File: config.mk
export PLATFORM = sky130hd
export DESIGN_NAME = crwl_readback_lock
export DESIGN_NICKNAME = d
export VERILOG_FILES = /design/src/hdl/crwl_pkg.sv /design/src/hdl/crwl_frame_if.sv /design/src/hdl/crwl_serial_front.sv /design/src/hdl/crwl_readback_lock.sv
export SDC_FILE = /design/constraint.sdc
export NUM_CORES = 2
export LEC_CHECK = 0
export BUFFER_PORTS_ARGS = -buffer_cell sky130_fd_sc_hd__buf_2
export CAP_MARGIN = 10
export CORE_MARGIN = 8
export CORE_UTILIZATION = 40
export CTS_CLUSTER_SIZE = 28
export DETAILED_ROUTE_END_ITERATION = 7
export HOLD_SLACK_MARGIN = 0.03
export PLACE_DENSITY = 0.57
export SLEW_MARGIN = 10
export SYNTH_ARGS = -nofsm -noshare
export SYNTH_HDL_FRONTEND = slang
export SYNTH_SLANG_ARGS = --single-unit
File: constraint.sdc
create_clock -name mclk -period 3.4 [get_ports mclk]
set_input_delay 0 -clock mclk [delete_from_list [all_inputs] [get_ports mclk]]
set_output_delay 0 -clock mclk [all_outputs]
set_load 0.02 [all_outputs]
File: src/hdl/crwl_pkg.sv
// Overview of operation
// - polarity bit picks the latch-enable level that must be held during readback
// - five-bit select names the register read back; 9 and 17..23 return nothing
// - reading back register 12 shows the current select value in bits 20:16
// - while write-protect is set, writes to registers 0..30 are dropped
// - register 31 stays writable; clearing write-protect reopens registers 0..30
// - readback works whether write-protect is set or not
package crwl_pkg;
    localparam int CRWL_WORD_W = 32;
    localparam int CRWL_REG_COUNT = 32;
    localparam int CRWL_SYNC_DEPTH = 3;
    // address field of every serial word
    localparam int CRWL_ADDR_MSB = 4;
    localparam int CRWL_ADDR_LSB = 0;
    // register numbers with special meaning
    localparam logic [4:0] CRWL_OFFS_CONTROL = 5'h1F;
    localparam logic [4:0] CRWL_OFFS_CAL_TRIGGER = 5'h1E;
    localparam logic [4:0] CRWL_OFFS_SELECT_ECHO = 5'h0C;
    localparam logic [4:0] CRWL_SEL_RESERVED_SINGLE = 5'h09;
    localparam logic [4:0] CRWL_SEL_RESERVED_LO = 5'h11;
    localparam logic [4:0] CRWL_SEL_RESERVED_HI = 5'h17;
    // fields of the readback and lock control register
    localparam int CRWL_POL_BIT = 21;
    localparam int CRWL_SEL_MSB = 20;
    localparam int CRWL_SEL_LSB = 16;
    localparam int CRWL_WP_BIT = 5;
    localparam logic [31:0] CRWL_CTRL_READ_MASK = 32'h0000003F;
    localparam logic [31:0] CRWL_REG_RESET = 32'h00000000;

    typedef logic [CRWL_REG_COUNT-1:0][CRWL_WORD_W-1:0] crwl_bank_t;
endpackage

File: src/hdl/crwl_frame_if.sv
`timescale 1ns/1ns
// carries assembled serial words and shift events from the front end to the core
interface crwl_frame_if;
    logic word_valid;
    logic [31:0] word;
    logic shift_pulse;
    logic latch_level;

    modport front (
        output word_valid,
        output word,
        output shift_pulse,
        output latch_level
    );
    modport core (
        input word_valid,
        input word,
        input shift_pulse,
        input latch_level
    );
endinterface

File: src/hdl/crwl_serial_front.sv
`timescale 1ns/1ns
module crwl_serial_front
    import crwl_pkg::*;
(
    // clock and reset
    input wire logic mclk,
    input wire logic reset_n,
    // serial pins
    input wire logic serial_clock_pin,
    input wire logic serial_data_pin,
    input wire logic serial_latch_enable_pin,
    // towards the core
    crwl_frame_if.front frm
);
    typedef struct packed {
        logic [CRWL_SYNC_DEPTH-1:0] clk_sync;
        logic [CRWL_SYNC_DEPTH-1:0] dat_sync;
        logic [CRWL_SYNC_DEPTH-1:0] le_sync;
        logic clk_f;
        logic dat_f;
        logic le_f;
        logic [CRWL_WORD_W-1:0] shift;
        logic word_valid;
        logic shift_pulse;
    } crwl_front_state_t;

    crwl_front_state_t front_reg;
    crwl_front_state_t front_next;

    // stage 0 feeds only stage 1; a level counts once stages 1 and 2 agree
    always_comb begin
        front_next = front_reg;
        front_next.word_valid = 1'b0;
        front_next.shift_pulse = 1'b0;
        front_next.clk_sync = {front_reg.clk_sync[1:0], serial_clock_pin};
        front_next.dat_sync = {front_reg.dat_sync[1:0], serial_data_pin};
        front_next.le_sync = {front_reg.le_sync[1:0], serial_latch_enable_pin};
        if (front_reg.clk_sync[1] == front_reg.clk_sync[2]) begin
            front_next.clk_f = front_reg.clk_sync[2];
        end
        if (front_reg.dat_sync[1] == front_reg.dat_sync[2]) begin
            front_next.dat_f = front_reg.dat_sync[2];
        end
        if (front_reg.le_sync[1] == front_reg.le_sync[2]) begin
            front_next.le_f = front_reg.le_sync[2];
        end
        // rising serial clock: shift data in msb first
        if (front_next.clk_f && !front_reg.clk_f) begin
            front_next.shift = {front_reg.shift[CRWL_WORD_W-2:0], front_reg.dat_f};
            front_next.shift_pulse = 1'b1;
        end
        // rising latch enable ends a word; host must not clock on the same edge
        if (front_next.le_f && !front_reg.le_f) begin
            front_next.word_valid = 1'b1;
        end
    end

    always_ff @(posedge mclk) begin
        if (!reset_n) begin
            front_reg <= '0;
        end else begin
            front_reg <= front_next;
        end
    end

    assign frm.word_valid = front_reg.word_valid;
    assign frm.word = front_reg.shift;
    assign frm.shift_pulse = front_reg.shift_pulse;
    assign frm.latch_level = front_reg.le_f;
endmodule

File: src/hdl/crwl_readback_lock.sv
`timescale 1ns/1ns
module crwl_readback_lock
    import crwl_pkg::*;
(
    // clock and reset
    input wire logic mclk,
    input wire logic reset_n,
    // three-wire serial configuration pins
    input wire logic serial_clock_pin,
    input wire logic serial_data_pin,
    input wire logic serial_latch_enable_pin,
    // readback data pin
    output logic readback_data_pin,
    // status and side effects
    output logic cal_sync_start,
    output logic config_write_protect,
    output logic readback_latch_polarity
);
    typedef struct packed {
        crwl_bank_t bank;
        logic [CRWL_WORD_W-1:0] rb_shift;
        logic rb_out;
        logic cal_start;
    } crwl_core_state_t;

    crwl_core_state_t core_reg;
    crwl_core_state_t core_next;

    crwl_frame_if frm ();

    // pin sampling and word assembly
    crwl_serial_front u_front (
        .mclk(mclk),
        .reset_n(reset_n),
        .serial_clock_pin(serial_clock_pin),
        .serial_data_pin(serial_data_pin),
        .serial_latch_enable_pin(serial_latch_enable_pin),
        .frm(frm)
    );

    // select values with no register behind them
    function automatic logic sel_reserved(input logic [4:0] sel);
        sel_reserved = (sel == CRWL_SEL_RESERVED_SINGLE) ||
            ((sel >= CRWL_SEL_RESERVED_LO) && (sel <= CRWL_SEL_RESERVED_HI));
    endfunction

    // word presented for readback of the selected register
    function automatic logic [CRWL_WORD_W-1:0] readback_word(input crwl_bank_t bank, input logic [4:0] sel);
        logic [CRWL_WORD_W-1:0] w;
        w = bank[sel];
        if (sel_reserved(sel)) begin
            w = '0;
        end else if (sel == CRWL_OFFS_SELECT_ECHO) begin
            w[CRWL_SEL_MSB:CRWL_SEL_LSB] = sel;
        end else if (sel == CRWL_OFFS_CONTROL) begin
            w = w & CRWL_CTRL_READ_MASK; // only bits 5:0 read back; the select and polarity bits read as zero
        end
        readback_word = w;
    endfunction

    logic [4:0] wr_addr;
    logic wr_allowed;

    // address decode and lock gate of an incoming word
    always_comb begin
        wr_addr = frm.word[CRWL_ADDR_MSB:CRWL_ADDR_LSB];
        // control register bypasses the lock so it can always be cleared
        wr_allowed = (wr_addr == CRWL_OFFS_CONTROL) ||
            !core_reg.bank[CRWL_OFFS_CONTROL][CRWL_WP_BIT];
    end

    // register writes, calibration trigger and readback shifter
    always_comb begin
        core_next = core_reg;
        core_next.cal_start = 1'b0;
        if (frm.word_valid && wr_allowed) begin
            core_next.bank[wr_addr] = frm.word;
            // only an accepted write to the trigger register starts calibration
            if (wr_addr == CRWL_OFFS_CAL_TRIGGER) begin
                core_next.cal_start = 1'b1;
            end
        end
        // readback loads on every control write, locked or not
        if (frm.word_valid && (wr_addr == CRWL_OFFS_CONTROL)) begin
            core_next.rb_shift = readback_word(core_reg.bank,
                frm.word[CRWL_SEL_MSB:CRWL_SEL_LSB]);
        end else if (frm.shift_pulse &&
            (frm.latch_level == core_reg.bank[CRWL_OFFS_CONTROL][CRWL_POL_BIT])) begin
            // bits leave only while latch enable sits at the chosen level
            core_next.rb_shift = {core_reg.rb_shift[CRWL_WORD_W-2:0], 1'b0};
        end
        core_next.rb_out = core_next.rb_shift[CRWL_WORD_W-1];
    end

    always_ff @(posedge mclk) begin
        if (!reset_n) begin
            core_reg <= '0;
        end else begin
            core_reg <= core_next;
        end
    end

    // outputs straight from flip-flops
    assign readback_data_pin = core_reg.rb_out;
    assign cal_sync_start = core_reg.cal_start;
    assign config_write_protect = core_reg.bank[CRWL_OFFS_CONTROL][CRWL_WP_BIT];
    assign readback_latch_polarity = core_reg.bank[CRWL_OFFS_CONTROL][CRWL_POL_BIT];
endmodule

Word level (Yosys, flattened, before mapping) --
Index checks and enable logic that the tools add are counted.
Word-level totals: bits in writable memories 0, flip-flop bits (word level) 1103, memory bits (read-only) 0, memories 0, output and inout bits 4, latch bits 0, bits of input ports 5, logic and storage cells 89
Operators by class: bitwise gates (word level) 0, eq/ne operators 9, multipliers 0, reductions and logical operators 14, mux-type cells 17, add/sub/neg operators 0, shifts and indexed selects 0, magnitude comparators 5, divide/modulo/power cells 0
Operators by type and width (count):
- bitwise mux 1024 bit | 1
- two-way mux 32 bit | 6
- binary-select mux 32 bit (select 5 bit) | 1
- demux 32 bit (select 5 bit) | 1
- two-way mux 16 bit | 1
- == test 5 bit, second input constant | 3
- < comparator 5 x 6 -> 1 bit, second input constant | 2
- two-way mux 11 bit | 1
- == test 5 x 4 -> 1 bit, second input constant | 2
- logical AND 1 bit | 7
- greater-or-equal comparator 5 x 1 -> 1 bit, second input constant | 1
- greater-or-equal comparator 5 bit, second input constant | 1
- less-or-equal comparator 5 bit, second input constant | 1
- two-way mux 1 bit | 5
- two-way mux 5 bit | 1
- == test 1 bit | 4
- zero test 1 bit | 3
- logical OR 1 bit | 2
- AND reduction 2 bit | 1
- nonzero test 2 bit | 1

Logic depth before layout (Yosys ltp) --
word-level depth 6, gate-level depth with buffers 9, gate-level depth less buffers 5

Modules after synthesis --
A second synthesis with hierarchy kept.
Unflattened totals: cells, all modules 5485, area, all modules 46324.4 sq um
Modules (own cells, without submodules):
- crwl_readback_lock | area each 44507.7 sq um, times used 1, cells each 5312, seq. area each 21160.3 sq um
- crwl_serial_front | area each 1816.7 sq um, times used 1, cells each 173, seq. area each 920.9 sq um

Worst setup path after synthesis --
Ideal clock, no wire load.
path type register -> register, start point register u_front.front_reg (netlist bit u_front.frm.word[16]), end point register core_reg (netlist bit readback_data_pin), required time 3.284 ns, buffers on the path 3, setup slack 1.481 ns, setup time 0.116 ns, stages on the path, launching flop included 8, data arrival time 1.804 ns, period minus slack after synthesis 1.919 ns, path through dfxtp_1 -> buf_6 -> buf_6 -> buf_2 -> mux4_2 -> a22oi_1 -> nand2_1 -> a31o_1
On the way: word-level cells in the longest chain between the ends 6, elaborated cells between the ends (all ways) 13, those cells by class order compare (2); eq/ne (3); mux (6); reduce/logical (2)
RTL lines:
- from (decl) | line crwl_serial_front.sv:27 | crwl_front_state_t front_reg;
- from (signal assigned) | line crwl_serial_front.sv:62 | front_reg <= front_next;
- binary-select mux 32 bit (select 5 bit) | line crwl_readback_lock.sv:50 | w = bank[sel];
- two-way mux 32 bit (implied by the code) | line crwl_readback_lock.sv:50
- two-way mux 32 bit | line crwl_readback_lock.sv:55 | end else if (sel == CRWL_OFFS_CONTROL) begin
- two-way mux 11 bit | line crwl_readback_lock.sv:53 | end else if (sel == CRWL_OFFS_SELECT_ECHO) begin
- two-way mux 32 bit (*) | line crwl_readback_lock.sv:51 | if (sel_reserved(sel)) begin
- two-way mux 32 bit (*) | line crwl_readback_lock.sv:84 | if (frm.word_valid && (wr_addr == CRWL_OFFS_CONTROL)) begin
- to (signal assigned) | line crwl_readback_lock.sv:99 | core_reg <= core_next;
- to (decl) | line crwl_readback_lock.sv:26 | crwl_core_state_t core_reg;
Mark *: on every way between the ends. The rest lies on a longest branch, timed or not. The select of a mux whose other input is x is not followed. A chain may end at the register's enable or synchronous reset.

Final worst setup path --
start point register u_front.front_reg (netlist bit u_front.frm.word[16]), end point register core_reg[28] in the netlist's numbering
Same word-level chain as after synthesis.

==> metrics.cfg <==
[worst_setup_path]
critical_path_buf_inv_count=2
crit_arrival_ns=3.62
slowest_delay_ns=0.61
crit_chain=buf_12 -> buf_12 -> mux4_2 -> a22oi_1 -> nand2_1 -> nor3_1 -> o32ai_1
critical_path_required_ns=3.95
path_depth=7
end_kind=register
reg2reg_to=core_reg[28]
crit_fanout=28
critical_path_class=reg2reg
cp_top_family=simple AND/OR/NAND/NOR gates
rrSetupSlack_ns=0.33
cpMaxStageDelayCell=nor3_1
reg2regPathDepth=7
cpMostUsedCell=buf_12
cp-start-kind=register
reg2reg_from=u_front.frm.word[16]

[floorplanning]
die_h_um=356
start_util=0.404
die_area_um2=126000
rows=124
coreArea_um2=114000
io_pins=9
chipWidth_um=356

[flow_run]
drv_cap=0

[sta]
final.setup.tns_ns=0
maxSlewHeadroom=0.304
slew_violations=0
hold_viol=0
fmax_ghz=0.325
setup_slack_ns=0.326
timing.final.crit_share=0.904
holdWs_ns=0.288
skew_ns=0.0202
min_period_ns=3.07
rsz0062_at_grt=no
worstMarginPinSlew_ns=1.04
setup_viol=0

[final_layout]
n_fill_cell=11021
largest_register_ffs=1053
drive_gt1_frac=0.125
final_common_cell=nand2_1
layout_common_cells=1,910 x nand2_1, 1,097 x dfxtp_1, 810 x a21oi_1, 188 x mux4_2, 174 x buf_4
area_growth_pct=11.7
final_util=0.451
layout.nets=5242

[yosys]
synthTopCellsByArea=dfxtp_1 48%, nand2_1 16%, mux4_2 9.2%
yosys_register_bits=1103
synth_edf_count=0
syn_area_um2=46100
yosysTopAreaCell=dfxtp_1
synthDominantCellAreaShare=0.478
ys.warnings.count=0
yosys.cell_types.count=70
synthArstFlopShare=0
synthCells=5448
yosysSeqAreaShare=0.478
syn_nets=5453
synthFlopType=dfxtp_1
postSynthAreaPerCell_um2=8.47

[detailed_routing]
vias_per_cell=5.66
ant_nets=0
dr.first_iter.drc_count=4440
wl_um=162000
vias=38746
first_pass_iters=5
wl_per_cell_um=23.7
drc=0

[clock_network]
cts_tree=yes
numCtsBuffers=113
worstSkewPairLatency_ns=0.70
htreeDepth=3
hold_buffers=7
cts_num_sinks=1103
clockBufferDepth=3
clk_pin_slew_worst_paths_ns=0.06
cts_resized=0
cts-root-buf=clkbuf_16
cts_setup_buffers=0

[power_and_ir_drop]
peakVddDrop_uv=436
leakagePower_uw=0.0167
p_total_uw=26200
p_per_area_nw_per_um2=509

[placed_design]
hpwlAfterDp_um=95100
io_buffers=8
preCtsSetupSlack_ns=0.359
globalplace.congestion=0.890

[worst_hold_path]
hp-start=reset_n
hp-class=in2reg
hold_end=u_front.frm.word[20]
worst_hold_path.num_cells=3

[grt]
grt_antenna_before_repair=3
grt_max_degree=117
grt_first_pass_wirelength_um=241000
grt_pass1_vias=36381
grt_remaining_overflow=0
grt.total_usage=0.247

[status]
outcome=complete, no violations

per-layer routing:
layer | track usage | wire, um
met1 | 0.347 | 69100
met2 | 0.381 | 71900
met3 | 0.0387 | 14600
met4 | 0.0962 | 6310
met5 | 0 | 13
Yosys cell counts, drive strengths merged (5+ instances only):
cell    instances
nand2        1911
dfxtp        1103
a21oi         810
clkbuf        364
nor2          204
mux4          188
buf           173
mux2i         128
a21boi        127
and3           84
o22ai          41
o21ai          37
mux2           33
a211oi         30
a22oi          27
nor3           26
o221ai         23
nor2b          19
and2           15
a31o           12
o32ai          10
nor3b           8
nand3           6
inv             5
nand3b          5
where the power goes:
| part | internal (uW) | switching [uW] |
|---|---|---|
| registers | 12900 | 2.09 |
| logic | 55.2 | 233 |
| clock network | 7700 | 5320 |
worst max path at each step:
stage | slack, ns | endpoint | from
finish | 0.33 | core_reg[28] | u_front.frm.word[16]
global placement | 0.38 | core_reg[18] | u_front.frm.word[17]
CTS | 0.37 | core_reg[18] | u_front.frm.word[17]
floorplan | 1.48 | readback_data_pin | u_front.frm.word[16]
global route | 0.31 | core_reg[18] | u_front.frm.word[17]
detailed placement | 0.36 | core_reg[18] | u_front.frm.word[17]
tightest hold or removal path: stages:
cell and delay (ns):
dlygate4sd3_1 0.54, buf_6 0.21, a21boi_0 0.16
logic make-up after synthesis:
kind of cell / synth area share
flip-flops: 0.478
AND/OR/NAND/NOR: 0.198
AO/OA/AOI/OAI: 0.143
buffers and inverters: 0.0524
XOR/XNOR: 0.000380
multiplexers: 0.128
cell type report:
type / count / area, um2 / area share
multi-input cells: 3803 / 21700 / 0.422
diodes: 1 / 2.50 / 0.0000486
clock buffers: 182 / 3580 / 0.0695
flip-flops and latches: 1103 / 22100 / 0.429
clock inverters: 27 / 327 / 0.00634
inverters: 5 / 26.3 / 0.000510
well taps: 1512 / 1890 / 0.0367
repair buffers: 211 / 1860 / 0.0361
metrics by stage:
step / cells / instance area, um2
floorplan: 5448 / 46100
global placement: 6627 / 47600
CTS: 6843 / 51500
detailed placement: 6627 / 47600
finish: 6844 / 51500
global route: 6843 / 51500
(Power assumes the default switching activity.)
